===== src/dyn_pull_pkg.sv =====
// constants for the dynamics and pin-pull register bank
// assumes a 32-bit APB slave with 12-bit byte addresses
package dyn_pull_pkg;

   ////////////////////////////////////////////////////////////////////////////
   // address map: index is the word number, byte address is four times it
   localparam int ADDR_W = 12;
   localparam int NUM_REGS = 4;
   localparam int SEL_W = 5;
   localparam logic [7:0] IDX_EQ = 8'h79;
   localparam logic [7:0] IDX_PULL = 8'h7A;
   localparam logic [7:0] IDX_C1 = 8'h7B;
   localparam logic [7:0] IDX_C2 = 8'h7C;
   localparam logic [3:0][7:0] REG_IDX = {IDX_C2, IDX_C1, IDX_PULL, IDX_EQ};
   localparam logic [ADDR_W-1:0] STATUS_ADDR = 12'h200;

   // slot numbers in the register array and select vector
   localparam int R_EQ = 0;
   localparam int R_PULL = 1;
   localparam int R_C1 = 2;
   localparam int R_C2 = 3;
   localparam int R_STAT = 4;

   ////////////////////////////////////////////////////////////////////////////
   // reset values and writable-bit masks
   localparam logic [3:0][15:0] REG_RESET = {16'h0000, 16'h0F08, 16'h0000, 16'h4000};
   localparam logic [3:0][15:0] REG_MASK = {16'hFFFC, 16'hCF3F, 16'h00FF, 16'hFFFF};

   ////////////////////////////////////////////////////////////////////////////
   // field positions
   localparam int PULL_MASTER_PU = 7;
   localparam int PULL_MASTER_PD = 6;
   localparam int PULL_DATA_PU = 5;
   localparam int PULL_DATA_PD = 4;
   localparam int PULL_FRAME_PU = 3;
   localparam int PULL_FRAME_PD = 2;
   localparam int PULL_BIT_PU = 1;
   localparam int PULL_BIT_PD = 0;
   localparam int C1_ENA = 15;
   localparam int C1_PATH = 14;
   localparam int C1_SMOOTH = 11;
   localparam int C1_QR = 10;
   localparam int C1_CLIP = 9;
   localparam int C1_HYST = 8;
   localparam int C1_HLVL_LSB = 4;
   localparam int C1_MING_LSB = 2;
   localparam int C1_MAXG_LSB = 0;
   localparam int C2_ATT_LSB = 12;
   localparam int C2_DEC_LSB = 8;
   localparam int C2_THR_LSB = 2;

   ////////////////////////////////////////////////////////////////////////////
   // legal code limits
   localparam logic [1:0] HYST_RSV = 2'h3;
   localparam logic [3:0] ATT_MIN_OK = 4'h1;
   localparam logic [3:0] ATT_MAX_OK = 4'hB;
   localparam logic [3:0] DEC_MAX_OK = 4'h8;
   localparam logic [5:0] THR_MAX_OK = 6'h3C;

   // status register bits
   localparam int ST_W = 4;
   localparam int ST_HYST_RSV = 0;
   localparam int ST_ATT_RSV = 1;
   localparam int ST_DEC_RSV = 2;
   localparam int ST_THR_RSV = 3;

endpackage


===== src/apb_word_decode.sv =====
// word address decoder for the register bank
// assumes byte addresses; only aligned words hit
module apb_word_decode (
   // bus address
   input wire logic [dyn_pull_pkg::ADDR_W-1:0] paddr,
   // one-hot select and hit
   output logic [dyn_pull_pkg::SEL_W-1:0] sel,
   output logic hit
);

   always_comb begin
      sel = '0;
      for (int i = 0; i < dyn_pull_pkg::NUM_REGS; i++) begin
         if (paddr == {2'h0, dyn_pull_pkg::REG_IDX[i], 2'h0}) begin
            sel[i] = 1'h1;
         end
      end
      sel[dyn_pull_pkg::R_STAT] = (paddr == dyn_pull_pkg::STATUS_ADDR);
      hit = |sel;
   end

endmodule


===== src/dynamics_and_pull_config.sv =====
// APB register bank for the dynamics controller, band-five gain and pin pulls
// assumes an APB master with zero or more idle cycles between transfers
//
// How it works
// - full 16-bit band-five peak-gain coefficient register
// - bits 7/6: master clock pull-up/pull-down
// - bits 5/4: playback data pull-up/pull-down
// - bits 3/2: frame clock pull-up/pull-down
// - bits 1/0: bit clock pull-up/pull-down
// - bit 8 hysteresis enable, resets to one
// - bits 5:4 hysteresis level, 11 reserved
// - bits 3:2 maximum attenuation, resets to 10
// - bits 1:0 maximum boost, resets to 00
// - bits 15:12 attack time, 0000/11xx reserved
// - bits 11:8 decay time, 1001+ reserved
// - bits 7:2 threshold, above 111100 reserved
module dynamics_and_pull_config (
   // clock and reset
   input wire logic pclk,
   input wire logic presetn,
   // apb slave
   input wire logic psel,
   input wire logic penable,
   input wire logic pwrite,
   input wire logic [dyn_pull_pkg::ADDR_W-1:0] paddr,
   input wire logic [31:0] pwdata,
   input wire logic [3:0] pstrb,
   output logic [31:0] prdata,
   output logic pready,
   output logic pslverr,
   // equaliser coefficient
   output logic [15:0] band5_peak_gain_coeff,
   // pin pull enables
   output logic master_clock_pullup_en,
   output logic master_clock_pulldown_en,
   output logic playback_data_pullup_en,
   output logic playback_data_pulldown_en,
   output logic frame_clock_pullup_en,
   output logic frame_clock_pulldown_en,
   output logic bit_clock_pullup_en,
   output logic bit_clock_pulldown_en,
   // dynamics controller settings
   output logic dynamics_enable,
   output logic dynamics_playback_select,
   output logic gain_smoothing_enable,
   output logic quick_release_enable,
   output logic anti_clip_enable,
   output logic smoothing_hysteresis_enable,
   output logic [1:0] smoothing_hysteresis_level,
   output logic [1:0] max_attenuation_select,
   output logic [1:0] max_boost_select,
   output logic [3:0] gain_attack_time,
   output logic [3:0] gain_decay_time,
   output logic [5:0] compressor_threshold
);

   ////////////////////////////////////////////////////////////////////////////
   // state

   typedef struct packed {
      logic [3:0][15:0] regs;
      logic [31:0] rdata;
      logic ready;
      logic err;
   } state_t;

   state_t state_q;
   state_t state_d;

   logic [dyn_pull_pkg::SEL_W-1:0] sel;
   logic hit;
   logic [dyn_pull_pkg::ST_W-1:0] rsv;
   logic setup;
   logic wr_commit;
   logic [3:0] wr_lo;
   logic [3:0] wr_hi;
   logic [3:0][15:0] reg_nxt;
   logic [15:0] rd_word;

   ////////////////////////////////////////////////////////////////////////////
   // decode and reserved-code flags

   apb_word_decode apb_word_decode_inst (
      .paddr(paddr),
      .sel(sel),
      .hit(hit)
   );

   dynamics_code_check dynamics_code_check_inst (
      .ctrl_one(state_q.regs[dyn_pull_pkg::R_C1]),
      .ctrl_two(state_q.regs[dyn_pull_pkg::R_C2]),
      .rsv(rsv)
   );

   ////////////////////////////////////////////////////////////////////////////
   // write path

   assign setup = psel & ~penable;
   // writes land on the access edge where pready is seen high
   assign wr_commit = psel & penable & state_q.ready & pwrite & ~state_q.err;

   // per-register byte-lane merge, unwritable bits forced to zero
   for (genvar i = 0; i < dyn_pull_pkg::NUM_REGS; i++) begin : g_reg
      assign wr_lo[i] = wr_commit & sel[i] & pstrb[0];
      assign wr_hi[i] = wr_commit & sel[i] & pstrb[1];
      assign reg_nxt[i] = {wr_hi[i] ? pwdata[15:8] : state_q.regs[i][15:8],
                           wr_lo[i] ? pwdata[7:0] : state_q.regs[i][7:0]} & dyn_pull_pkg::REG_MASK[i];
   end

   ////////////////////////////////////////////////////////////////////////////
   // read mux

   always_comb begin
      rd_word = 16'h0000;
      for (int i = 0; i < dyn_pull_pkg::NUM_REGS; i++) begin
         if (sel[i]) begin
            rd_word = state_q.regs[i];
         end
      end
      if (sel[dyn_pull_pkg::R_STAT]) begin
         rd_word = {12'h000, rsv};
      end
   end

   ////////////////////////////////////////////////////////////////////////////
   // next state

   always_comb begin
      state_d = state_q;
      state_d.regs = reg_nxt;
      // answer one cycle after setup: one access cycle, no wait
      state_d.ready = setup;
      state_d.err = 1'h0;
      if (setup) begin
         state_d.rdata = {16'h0000, rd_word};
         state_d.err = ~hit;
      end
   end

   always_ff @(posedge pclk or negedge presetn) begin
      if (!presetn) begin
         state_q.regs <= dyn_pull_pkg::REG_RESET;
         state_q.rdata <= 32'h0000_0000;
         state_q.ready <= 1'h0;
         state_q.err <= 1'h0;
      end else begin
         state_q <= state_d;
      end
   end

   ////////////////////////////////////////////////////////////////////////////
   // outputs

   assign prdata = state_q.rdata;
   assign pready = state_q.ready;
   assign pslverr = state_q.err;

   assign band5_peak_gain_coeff = state_q.regs[dyn_pull_pkg::R_EQ];

   assign master_clock_pullup_en = state_q.regs[dyn_pull_pkg::R_PULL][dyn_pull_pkg::PULL_MASTER_PU];
   assign master_clock_pulldown_en = state_q.regs[dyn_pull_pkg::R_PULL][dyn_pull_pkg::PULL_MASTER_PD];
   assign playback_data_pullup_en = state_q.regs[dyn_pull_pkg::R_PULL][dyn_pull_pkg::PULL_DATA_PU];
   assign playback_data_pulldown_en = state_q.regs[dyn_pull_pkg::R_PULL][dyn_pull_pkg::PULL_DATA_PD];
   assign frame_clock_pullup_en = state_q.regs[dyn_pull_pkg::R_PULL][dyn_pull_pkg::PULL_FRAME_PU];
   assign frame_clock_pulldown_en = state_q.regs[dyn_pull_pkg::R_PULL][dyn_pull_pkg::PULL_FRAME_PD];
   assign bit_clock_pullup_en = state_q.regs[dyn_pull_pkg::R_PULL][dyn_pull_pkg::PULL_BIT_PU];
   assign bit_clock_pulldown_en = state_q.regs[dyn_pull_pkg::R_PULL][dyn_pull_pkg::PULL_BIT_PD];

   assign dynamics_enable = state_q.regs[dyn_pull_pkg::R_C1][dyn_pull_pkg::C1_ENA];
   assign dynamics_playback_select = state_q.regs[dyn_pull_pkg::R_C1][dyn_pull_pkg::C1_PATH];
   assign gain_smoothing_enable = state_q.regs[dyn_pull_pkg::R_C1][dyn_pull_pkg::C1_SMOOTH];
   assign quick_release_enable = state_q.regs[dyn_pull_pkg::R_C1][dyn_pull_pkg::C1_QR];
   assign anti_clip_enable = state_q.regs[dyn_pull_pkg::R_C1][dyn_pull_pkg::C1_CLIP];
   assign smoothing_hysteresis_enable = state_q.regs[dyn_pull_pkg::R_C1][dyn_pull_pkg::C1_HYST];
   assign smoothing_hysteresis_level = state_q.regs[dyn_pull_pkg::R_C1][dyn_pull_pkg::C1_HLVL_LSB +: 2];
   assign max_attenuation_select = state_q.regs[dyn_pull_pkg::R_C1][dyn_pull_pkg::C1_MING_LSB +: 2];
   assign max_boost_select = state_q.regs[dyn_pull_pkg::R_C1][dyn_pull_pkg::C1_MAXG_LSB +: 2];

   assign gain_attack_time = state_q.regs[dyn_pull_pkg::R_C2][dyn_pull_pkg::C2_ATT_LSB +: 4];
   assign gain_decay_time = state_q.regs[dyn_pull_pkg::R_C2][dyn_pull_pkg::C2_DEC_LSB +: 4];
   assign compressor_threshold = state_q.regs[dyn_pull_pkg::R_C2][dyn_pull_pkg::C2_THR_LSB +: 6];

   ////////////////////////////////////////////////////////////////////////////
   // checks

   property p_eq_write;
      @(posedge pclk) disable iff (!presetn)
      (wr_lo[dyn_pull_pkg::R_EQ] && wr_hi[dyn_pull_pkg::R_EQ]) |=> band5_peak_gain_coeff == $past(pwdata[15:0]);
   endproperty
   a_eq_write: assert property (p_eq_write)
      else $error("band five coefficient not taken");

   property p_mclk_pull;
      @(posedge pclk) disable iff (!presetn)
      wr_lo[dyn_pull_pkg::R_PULL] |=> {master_clock_pullup_en, master_clock_pulldown_en} == $past(pwdata[7:6]);
   endproperty
   a_mclk_pull: assert property (p_mclk_pull)
      else $error("master clock pull bits wrong");

   property p_data_pull;
      @(posedge pclk) disable iff (!presetn)
      wr_lo[dyn_pull_pkg::R_PULL] |=> {playback_data_pullup_en, playback_data_pulldown_en} == $past(pwdata[5:4]);
   endproperty
   a_data_pull: assert property (p_data_pull)
      else $error("playback data pull bits wrong");

   property p_frame_pull;
      @(posedge pclk) disable iff (!presetn)
      wr_lo[dyn_pull_pkg::R_PULL] |=> {frame_clock_pullup_en, frame_clock_pulldown_en} == $past(pwdata[3:2]);
   endproperty
   a_frame_pull: assert property (p_frame_pull)
      else $error("frame clock pull bits wrong");

   property p_bit_pull;
      @(posedge pclk) disable iff (!presetn)
      !wr_lo[dyn_pull_pkg::R_PULL] |=> $stable({bit_clock_pullup_en, bit_clock_pulldown_en});
   endproperty
   a_bit_pull: assert property (p_bit_pull)
      else $error("bit clock pull changed without a write");

   property p_hyst_hold;
      @(posedge pclk) disable iff (!presetn)
      !wr_hi[dyn_pull_pkg::R_C1] |=> $stable(smoothing_hysteresis_enable);
   endproperty
   a_hyst_hold: assert property (p_hyst_hold)
      else $error("hysteresis enable changed without a write");

   property p_hyst_rsv;
      @(posedge pclk) disable iff (!presetn)
      (wr_lo[dyn_pull_pkg::R_C1] && pwdata[5:4] == 2'h3) |=> rsv[dyn_pull_pkg::ST_HYST_RSV];
   endproperty
   a_hyst_rsv: assert property (p_hyst_rsv)
      else $error("reserved hysteresis level not flagged");

   property p_min_gain;
      @(posedge pclk) disable iff (!presetn)
      wr_lo[dyn_pull_pkg::R_C1] |=> max_attenuation_select == $past(pwdata[3:2]);
   endproperty
   a_min_gain: assert property (p_min_gain)
      else $error("attenuation limit not taken");

   property p_boost_read;
      @(posedge pclk) disable iff (!presetn)
      (setup && !pwrite && sel[dyn_pull_pkg::R_C1]) |=> pready && prdata[1:0] == max_boost_select;
   endproperty
   a_boost_read: assert property (p_boost_read)
      else $error("boost limit read back wrong");

   property p_att_rsv;
      @(posedge pclk) disable iff (!presetn)
      (wr_hi[dyn_pull_pkg::R_C2] && pwdata[15:12] == 4'h0) |=> rsv[dyn_pull_pkg::ST_ATT_RSV] && gain_attack_time == 4'h0;
   endproperty
   a_att_rsv: assert property (p_att_rsv)
      else $error("reserved attack code not flagged");

   property p_decay;
      @(posedge pclk) disable iff (!presetn)
      wr_hi[dyn_pull_pkg::R_C2] |=> gain_decay_time == $past(pwdata[11:8]) && rsv[dyn_pull_pkg::ST_DEC_RSV] == (gain_decay_time > 4'h8);
   endproperty
   a_decay: assert property (p_decay)
      else $error("decay time not taken");

   property p_thresh;
      @(posedge pclk) disable iff (!presetn)
      wr_lo[dyn_pull_pkg::R_C2] |=> compressor_threshold == $past(pwdata[7:2]) && rsv[dyn_pull_pkg::ST_THR_RSV] == (compressor_threshold > 6'h3C);
   endproperty
   a_thresh: assert property (p_thresh)
      else $error("threshold not taken");

   property p_enable_path;
      @(posedge pclk) disable iff (!presetn)
      wr_hi[dyn_pull_pkg::R_C1] |=> {dynamics_enable, dynamics_playback_select} == $past(pwdata[15:14]);
   endproperty
   a_enable_path: assert property (p_enable_path)
      else $error("enable or path select not taken");

   property p_features;
      @(posedge pclk) disable iff (!presetn)
      wr_hi[dyn_pull_pkg::R_C1] |=> {gain_smoothing_enable, quick_release_enable, anti_clip_enable} == $past(pwdata[11:9]);
   endproperty
   a_features: assert property (p_features)
      else $error("feature enables not taken");

   property p_unmapped;
      @(posedge pclk) disable iff (!presetn)
      (setup && !hit) |=> pready && pslverr ##1 !pready;
   endproperty
   a_unmapped: assert property (p_unmapped)
      else $error("unmapped access not refused");

   property p_one_cycle;
      @(posedge pclk) disable iff (!presetn)
      setup |=> pready ##1 !pready;
   endproperty
   a_one_cycle: assert property (p_one_cycle)
      else $error("ready not a single access cycle");

   property p_bit_pull_write;
      @(posedge pclk) disable iff (!presetn)
      wr_lo[dyn_pull_pkg::R_PULL] |=> {bit_clock_pullup_en, bit_clock_pulldown_en} == $past(pwdata[1:0]);
   endproperty
   a_bit_pull_write: assert property (p_bit_pull_write)
      else $error("bit clock pull bits wrong");

   property p_hyst_write;
      @(posedge pclk) disable iff (!presetn)
      wr_hi[dyn_pull_pkg::R_C1] |=> smoothing_hysteresis_enable == $past(pwdata[8]);
   endproperty
   a_hyst_write: assert property (p_hyst_write)
      else $error("hysteresis enable not taken");

   property p_level_boost;
      @(posedge pclk) disable iff (!presetn)
      wr_lo[dyn_pull_pkg::R_C1] |=> smoothing_hysteresis_level == $past(pwdata[5:4])
         && max_boost_select == $past(pwdata[1:0]);
   endproperty
   a_level_boost: assert property (p_level_boost)
      else $error("hysteresis level or boost limit not taken");

   property p_attack_take;
      @(posedge pclk) disable iff (!presetn)
      wr_hi[dyn_pull_pkg::R_C2] |=> gain_attack_time == $past(pwdata[15:12]);
   endproperty
   a_attack_take: assert property (p_attack_take)
      else $error("attack time not taken");

   property p_status_read;
      @(posedge pclk) disable iff (!presetn)
      (setup && !pwrite && sel[dyn_pull_pkg::R_STAT]) |=> pready && !pslverr && prdata[31:4] == 28'h0000000;
   endproperty
   a_status_read: assert property (p_status_read)
      else $error("status read malformed");

   property p_status_ro;
      @(posedge pclk) disable iff (!presetn)
      (psel && penable && pready && pwrite && sel[dyn_pull_pkg::R_STAT])
         |=> $stable({gain_attack_time, gain_decay_time, compressor_threshold, band5_peak_gain_coeff});
   endproperty
   a_status_ro: assert property (p_status_ro)
      else $error("status write changed settings");

   property p_pull_upper;
      @(posedge pclk) disable iff (!presetn)
      (setup && sel[dyn_pull_pkg::R_PULL]) |=> prdata[31:8] == 24'h000000;
   endproperty
   a_pull_upper: assert property (p_pull_upper)
      else $error("undefined pull bits read nonzero");

   property p_unmapped_data;
      @(posedge pclk) disable iff (!presetn)
      (setup && !hit) |=> prdata == 32'h0000_0000;
   endproperty
   a_unmapped_data: assert property (p_unmapped_data)
      else $error("unmapped read data not zero");

endmodule


===== src/dynamics_code_check.sv =====
// flags reserved codes held in the dynamics control words
// assumes the words are stored as written
module dynamics_code_check (
   // stored control words
   input wire logic [15:0] ctrl_one,
   input wire logic [15:0] ctrl_two,
   // reserved-code flags
   output logic [dyn_pull_pkg::ST_W-1:0] rsv
);

   logic [1:0] hlvl;
   logic [3:0] att;
   logic [3:0] dec;
   logic [5:0] thr;

   always_comb begin
      hlvl = ctrl_one[dyn_pull_pkg::C1_HLVL_LSB +: 2];
      att = ctrl_two[dyn_pull_pkg::C2_ATT_LSB +: 4];
      dec = ctrl_two[dyn_pull_pkg::C2_DEC_LSB +: 4];
      thr = ctrl_two[dyn_pull_pkg::C2_THR_LSB +: 6];
      rsv = '0;
      rsv[dyn_pull_pkg::ST_HYST_RSV] = (hlvl == dyn_pull_pkg::HYST_RSV);
      rsv[dyn_pull_pkg::ST_ATT_RSV] = (att < dyn_pull_pkg::ATT_MIN_OK) || (att > dyn_pull_pkg::ATT_MAX_OK);
      rsv[dyn_pull_pkg::ST_DEC_RSV] = (dec > dyn_pull_pkg::DEC_MAX_OK);
      rsv[dyn_pull_pkg::ST_THR_RSV] = (thr > dyn_pull_pkg::THR_MAX_OK);
   end

endmodule


===== config.mk =====
export PLATFORM = sky130hd
export DESIGN_NAME = dynamics_and_pull_config
export DESIGN_NICKNAME = d
export VERILOG_FILES = /design/src/dyn_pull_pkg.sv /design/src/apb_word_decode.sv /design/src/dynamics_and_pull_config.sv /design/src/dynamics_code_check.sv
export SDC_FILE = /design/constraint.sdc
export NUM_CORES = 1
export LEC_CHECK = 0
export ABC_AREA = 0
export BUFFER_PORTS_ARGS = -buffer_cell sky130_fd_sc_hd__buf_2
export CAP_MARGIN = 20
export CELL_PAD_IN_SITES_DETAIL_PLACEMENT = 1
export CELL_PAD_IN_SITES_GLOBAL_PLACEMENT = 1
export CORE_MARGIN = 2
export CORE_UTILIZATION = 39
export DETAILED_ROUTE_END_ITERATION = 8
export PLACE_DENSITY = 0.85
export SLEW_MARGIN = 10
export SYNTH_ARGS = -nofsm -noshare
export SYNTH_HDL_FRONTEND = slang
export SYNTH_SLANG_ARGS = --single-unit

===== constraint.sdc =====
create_clock -name pclk -period 4.6 [get_ports pclk]
set_input_delay 1.15 -clock pclk [delete_from_list [all_inputs] [get_ports pclk]]
set_output_delay 1.15 -clock pclk [all_outputs]
set_load 0.01 [all_outputs]

==> flow_summary.yaml, run 1 <==
status:
  status: "complete, no violations"
floorplan:
  dieArea_um2: 9161
  ios: 137
  start_util_pct: 40.13
  core-area_um2: 8175
  row_count: 33
  die_w_um: 95.72
  die_y_um: 95.72
pwr:
  p_sw_mw: 0.2950
  pwr_density_cell_nw_per_um2: 304.2
  clkPwrFrac_pct: 44.5
  swShare_pct: 24.07
  pwr-share-comb_pct: 6.1
  seqPwrFrac_pct: 49.4
  power.leakage_nw: 2.203
  ir_drop_mv: 0.2596
  intPower_mw: 0.9306
sta:
  rsz0062_at_grt: "false"
  relSlewSlack_pct: 39.81
  setup-violations-final: 0
  fin_crit_sh_pct: 70.35
  hold_viol_final: 0
  min_period_ps: 3236
  maxSlewViolCount: 0
  fin_tns_setup_ps: 0
  max_slew.worst_pin.slew_ps: 902.9
  clock.fmax_mhz: 309.0
  clock_skew_ps: 13.66
final_layout:
  layout-area-overhead-vs-synth_pct: 22.81
  finalNetCount: 420
  instances_no_fill: 477
  mostFrequentLayoutCell: "buf_2"
  stdcell_area_um2: 4029
  antennaDiodeCount: 0
  drive_gt1_share_pct: 50.54
  final_cell_mix: "buf_2 (102), dfrtp_1 (62), mux2_2 (37)"
logic_synthesis:
  ys_warn_count: 0
  syn-instance-count: 264
  synth.avg_cell_area_um2: 12.43
  seq_area_frac_synth_pct: 52.10
  synth.ff_latch_count: 68
  synth_cell_types: 47
  netlist_area_um2: 3281
clock_tree:
  htreeDepth: 3
  cts_buffer_depth: 2
  cts_inserted_buffers: 9
  cts_resized: 0
  cts.sinks: 68
  cts_root_buffer: "clkbuf_8"
  cts_hold_buf: 0
  post_cts_buffers: 0
  cts_tree: "yes"
  insertion_delay_ps: 350
  path_clk_slew_ps: 70
route:
  dr.pass1.iters: 4
  ant_nets: 0
  drt_iter0_markers: 192
  drc: 0
  drt-total-wl_um: 9231
  vias: 2470
  routedWlPerCell_um: 19.35
  vias_per_cell: 5.178
critical_path:
  r2r_setup_slack_ps: 2700
  crit_chain: "buf_2 > or4_4 > nor3_2 > and3_1 > nand3_4 > mux2_4"
  crit_path_start_kind: "primary input"
  cpPeakStageDelay_ps: 690
  cp-end-kind: "flip-flop"
  criticalPathCategory: "in2reg"
  cp_data_required_time_ps: 4830
  r2r_end: "dynamics_enable$_DFFE_PN0P_"
  crit_arrival_ps: 3460
  crit_fanout: 14
  r2r_start: "pready$_DFF_PN0_"
  reg2regPathDepth: 5
  cp_slowest_cell: "and3_1"
placement:
  portBuffers: 102
  gp_congestion: 0.8211
  dp.cells: 461
  place_area_um2: 3812
  dp_hpwl_um: 6743
grt:
  grt_pass1_vias: 2616
  grt.overflow.total: 0
  grt_pass1_wl_um: 14410
  antenna_found_initial: 0
  track_usage_pct: 21.09
  grt_max_degree: 41
hold_path:
  hold_path.class: "reg2reg"
  hold_path_depth: 2
  min_to: "prdata[14]$_DFFE_PN0P_"
  hold_start: "prdata[14]$_DFFE_PN0P_"
job:
  drv_cap: 0
## kinds of logic (layout without fill, tap and decap cells)
kind of cell / after synthesis / count (layout) / share of synthesized area (%)
other: 1 / 16 / 0.1143
AND/OR/NAND/NOR: 57 / 57 / 10.49
multiplexers: 60 / 60 / 21.97
flip-flops: 68 / 68 / 52.10
buffers and inverters: 30 / 123 / 5.873
AO/OA/AOI/OAI: 48 / 48 / 9.459
## worst max-delay path by stage
stage	startpoint	endpoint	slack (ps)	depth (start not counted)
6_report	paddr[11]	compressor_threshold[2]$_DFFE_PN0P_	1360	6
5_1_grt	paddr[11]	compressor_threshold[5]$_DFFE_PN0P_	1290	6
4_1_cts	paddr[11]	compressor_threshold[2]$_DFFE_PN0P_	1400	6
3_5_place_dp	paddr[11]	compressor_threshold[1]$_DFFE_PN0P_	1050	6
3_3_place_gp	paddr[11]	compressor_threshold[3]$_DFFE_PN0P_	1080	6
2_1_floorplan	paddr[11]	compressor_threshold[0]$_DFFE_PN0P_	1750	6
## registers in the layout, summed over array words and instances, names as in the netlist, 2 cells and up
name                        count
band5_peak_gain_coeff          16
compressor_threshold            6
gain_attack_time                4
gain_decay_time                 4
max_attenuation_select          2
max_boost_select                2
prdata                         16
smoothing_hysteresis_level      2
## layout make-up
| cell class | count | area [um^2] |
|---|---|---|
| clock buffer | 10 | 127.6 |
| tap | 105 | 131.4 |
| timing repair buffer | 104 | 525.5 |
| inverter | 3 | 11.26 |
| sequential | 68 | 1709 |
| clock inverter | 6 | 88.84 |
| multi-input combinational | 181 | 1435 |
| fill | 920 | 4146 |
## Yosys cell counts (all sizes together)
cell type,number,area share [%]
a31oi,1,0.19
and3,2,0.38
or3,2,0.38
o22ai,2,0.38
nand4,4,0.95
conb,1,0.11
a22o,6,1.6
buf,22,5.0
dfstp,6,4.8
nand2b,2,0.38
clkbuf,5,0.57
mux2,54,20
a21oi,9,1.4
or4b,1,0.31
or4,2,0.57
nor2b,2,0.38
clkinv,1,0.11
nand2,19,2.8
mux2i,6,1.8
inv,2,0.23
o21ai,17,2.6
nand3,6,1.4
dfrtp,62,47
nor2,11,1.3
and2,2,0.46
o2111ai,1,0.27
a221oi,2,0.53
a2bb2oi,6,1.6
a22oi,2,0.46
nor3,2,0.61
nor4,2,0.57
o31ai,1,0.23
a211oi,1,0.23
## metrics by stage
step	hold WS [ps]	util (%)	setup WS [ps]	power, mW
after floorplan	516.2	-	1748	0.6578
after global placement	459.4	46.63	1085	0.6897
after detailed placement	468.6	46.63	1049	0.6925
after CTS	484.9	49.28	1396	1.232
after global routing	513.0	49.28	1295	1.269
final	482.8	49.28	1364	1.226
## power groups by stage
stage	logic [mW]	clock network, mW	registers (mW)
final	0.0742	0.546	0.606
after global routing	0.0839	0.579	0.606
after CTS	0.0753	0.551	0.606
after detailed placement	0.0751	0	0.617
after global placement	0.0726	0	0.617
after floorplan	0.0385	0	0.619
## worst max-delay path: cells and delay by family
| family | cells | cell delay, ps |
|---|---|---|
| AND/OR/NAND/NOR | 4 | 1850 |
| multiplexers | 1 | 360 |
| buffers and inverters | 1 | 100 |
## metal layers
metal / track usage, % / part of all wire (%) / vias to the layer above
met5: 0 / 0 / -
met4: 7.976 / 1.2 / 0
met3: 3.837 / 4.9 / 9
met2: 34.91 / 52 / 76
met1: 27.64 / 42 / 1257
li1: - / - / 1128
(Power assumes the default switching activity.)
==> inputs of run 2 (changes only) <==
--- a/config.mk
+++ b/config.mk
@@ -11,9 +11,9 @@
 export CELL_PAD_IN_SITES_DETAIL_PLACEMENT = 1
 export CELL_PAD_IN_SITES_GLOBAL_PLACEMENT = 1
 export CORE_MARGIN = 2
-export CORE_UTILIZATION = 39
+export CORE_UTILIZATION = 37
 export DETAILED_ROUTE_END_ITERATION = 8
-export PLACE_DENSITY = 0.85
+export PLACE_DENSITY = 0.81
 export SLEW_MARGIN = 10
 export SYNTH_ARGS = -nofsm -noshare
 export SYNTH_HDL_FRONTEND = slang
==> constraint.sdc (replaced) <==
create_clock -name pclk -period 3.2 [get_ports pclk]
set_input_delay 0.8 -clock pclk [delete_from_list [all_inputs] [get_ports pclk]]
set_output_delay 0.8 -clock pclk [all_outputs]
set_load 0.01 [all_outputs]
==> run 2 against run 1 <==
Sequential power is 44% higher. Via count up 1.0%. Combinational power rose by 52%. Critical path depth unchanged. Clock power up 42%. Sequential share of layout area is 0.64 points lower. Final area grew 1.5%. Non-clock buffer count up 6. Global-route usage is 1.6 points lower. Register-to-register slack lost 1400 ps. First-iteration DRC count is 58% lower. Count of clock-buffer cells in the layout is 1 higher.
==> flow_summary.yaml, run 2 (synthesis results as in run 1) <==
hold_path:
  min_to: "prdata[12]$_DFFE_PN0P_"
  hold_path_depth: 2
  hold_start: "prdata[12]$_DFFE_PN0P_"
  hold_path.class: "reg2reg"
route:
  vias: 2495
  ant_nets: 0
  drt_iter0_markers: 80
  vias_per_cell: 5.134
  dr.pass1.iters: 4
  routedWlPerCell_um: 18.88
  drt-total-wl_um: 9175
  drc: 0
critical_path:
  path_buf_inv: 1
  reg2regPathDepth: 5
  crit_path_start_kind: "primary input"
  cp_top_family: "simple AND/OR/NAND/NOR gates"
  r2r_start: "pready$_DFF_PN0_"
  cpPeakStageDelay_ps: 550
  crit_chain: "buf_2 > or4_4 > nor4_2 > and3_1 > nand3_2 > mux2_1"
  cp_data_required_time_ps: 3420
  r2r_setup_slack_ps: 1350
  r2r_end: "dynamics_playback_select$_DFFE_PN0P_"
  criticalPathCategory: "in2reg"
  cp_slowest_cell: "or4_4"
  crit_arrival_ps: 2770
  cp-end-kind: "flip-flop"
  crit_fanout: 6
floorplan:
  die_y_um: 98.16
  dieArea_um2: 9635
  core-area_um2: 8678
  start_util_pct: 37.80
  row_count: 34
  ios: 137
  die_w_um: 98.16
placement:
  place_area_um2: 3874
  dp_hpwl_um: 6862
  portBuffers: 102
  gp_congestion: 0.8308
clock_tree:
  cts_root_buffer: "clkbuf_8"
  post_cts_buffers: 0
  cts_resized: 0
  path_clk_slew_ps: 70
  insertion_delay_ps: 350
  cts_tree: "yes"
  cts_inserted_buffers: 9
  htreeDepth: 3
  cts_hold_buf: 0
  cts_buffer_depth: 2
  cts.sinks: 68
final_layout:
  antennaDiodeCount: 0
  stdcell_area_um2: 4090
  final_cell_mix: "buf_2 (102), dfrtp_1 (62), mux2_2 (37)"
  finalNetCount: 426
  layout-area-overhead-vs-synth_pct: 24.68
  drive_gt1_share_pct: 51.32
  mostFrequentLayoutCell: "buf_2"
grt:
  grt.overflow.total: 0
  track_usage_pct: 19.50
  grt_max_degree: 39
  antenna_found_initial: 0
  grt_pass1_wl_um: 14700
  grt_pass1_vias: 2661
pwr:
  power.leakage_nw: 2.249
  seqPwrFrac_pct: 49.5
  clkPwrFrac_pct: 44.1
  ir_drop_mv: 0.2057
  swShare_pct: 22.72
  pwr_density_cell_nw_per_um2: 430.4
  pwr-share-comb_pct: 6.4
  p_sw_mw: 0.4001
  intPower_mw: 1.360
sta:
  clock.fmax_mhz: 392.2
  clock_skew_ps: 14.01
  fin_tns_setup_ps: 0
  max_slew.worst_pin.slew_ps: 722.4
  maxSlewViolCount: 0
  setup-violations-final: 0
  rsz0062_at_grt: "false"
  fin_crit_sh_pct: 79.68
  relSlewSlack_pct: 51.84
  hold_viol_final: 0
  min_period_ps: 2550
job:
  drv_cap: 0
status:
  status: "complete, no violations"
run 2: routing by layer:
layer / GRT usage, % / wire [um]
met1: 26.13 / 4159
met2: 31.30 / 4438
met3: 2.792 / 339
met4: 9.273 / 238
met5: 0 / 0
run 2: worst max-delay path by stage:
stage              start  cells after the start                                  end  slack, ps
2_1_floorplan  paddr[11]                      6  compressor_threshold[0]$_DFFE_PN0P_        700
3_3_place_gp   paddr[11]                      6  compressor_threshold[1]$_DFFE_PN0P_        380
3_5_place_dp   paddr[11]                      6      max_boost_select[0]$_DFFE_PN0P_        300
4_1_cts        paddr[11]                      6      max_boost_select[0]$_DFFE_PN0P_        660
5_1_grt        paddr[11]                      6      max_boost_select[0]$_DFFE_PN0P_        570
6_report       paddr[11]                      6      max_boost_select[0]$_DFFE_PN0P_        650
run 2: worst register-to-register path, cell delays in order, from the launching register on:
cell and delay (ps):
dfrtp_1 350, nand4_1 100, nor2_1 290, and2_1 330
nand4_2 310, mux2_2 370
run 2: layout make-up:
cell class	instances	area [um^2]
Fill cell	987	4588
Timing Repair Buffer	110	583.1
Inverter	3	11.26
Sequential cell	68	1709
Tap cell	108	135.1
Clock inverter	5	75.07
Clock buffer	11	141.4
Multi-Input combinational cell	181	1435
run 2: power groups by stage:
stage / clock, mW / combinational, mW / sequential [mW]
6_report: 0.777 / 0.113 / 0.871
5_1_grt: 0.834 / 0.126 / 0.871
4_1_cts: 0.792 / 0.115 / 0.871
3_5_place_dp: 0 / 0.114 / 0.887
3_3_place_gp: 0 / 0.111 / 0.886
2_1_floorplan: 0 / 0.0554 / 0.890
run 2: metrics by stage:
stage          cells  total power [mW]  setup WS (ps)  hold WS, ps  utilization, %
2_1_floorplan    279            0.9457          698.5        504.4               -
4_1_cts          486             1.778          660.8        487.5           47.13
5_1_grt          486             1.831          569.0        519.4           47.13
3_3_place_gp     470            0.9978          375.4        461.3           44.64
6_report         486             1.760          650.4        477.9           47.13
3_5_place_dp     470             1.001          301.5        471.6           44.64
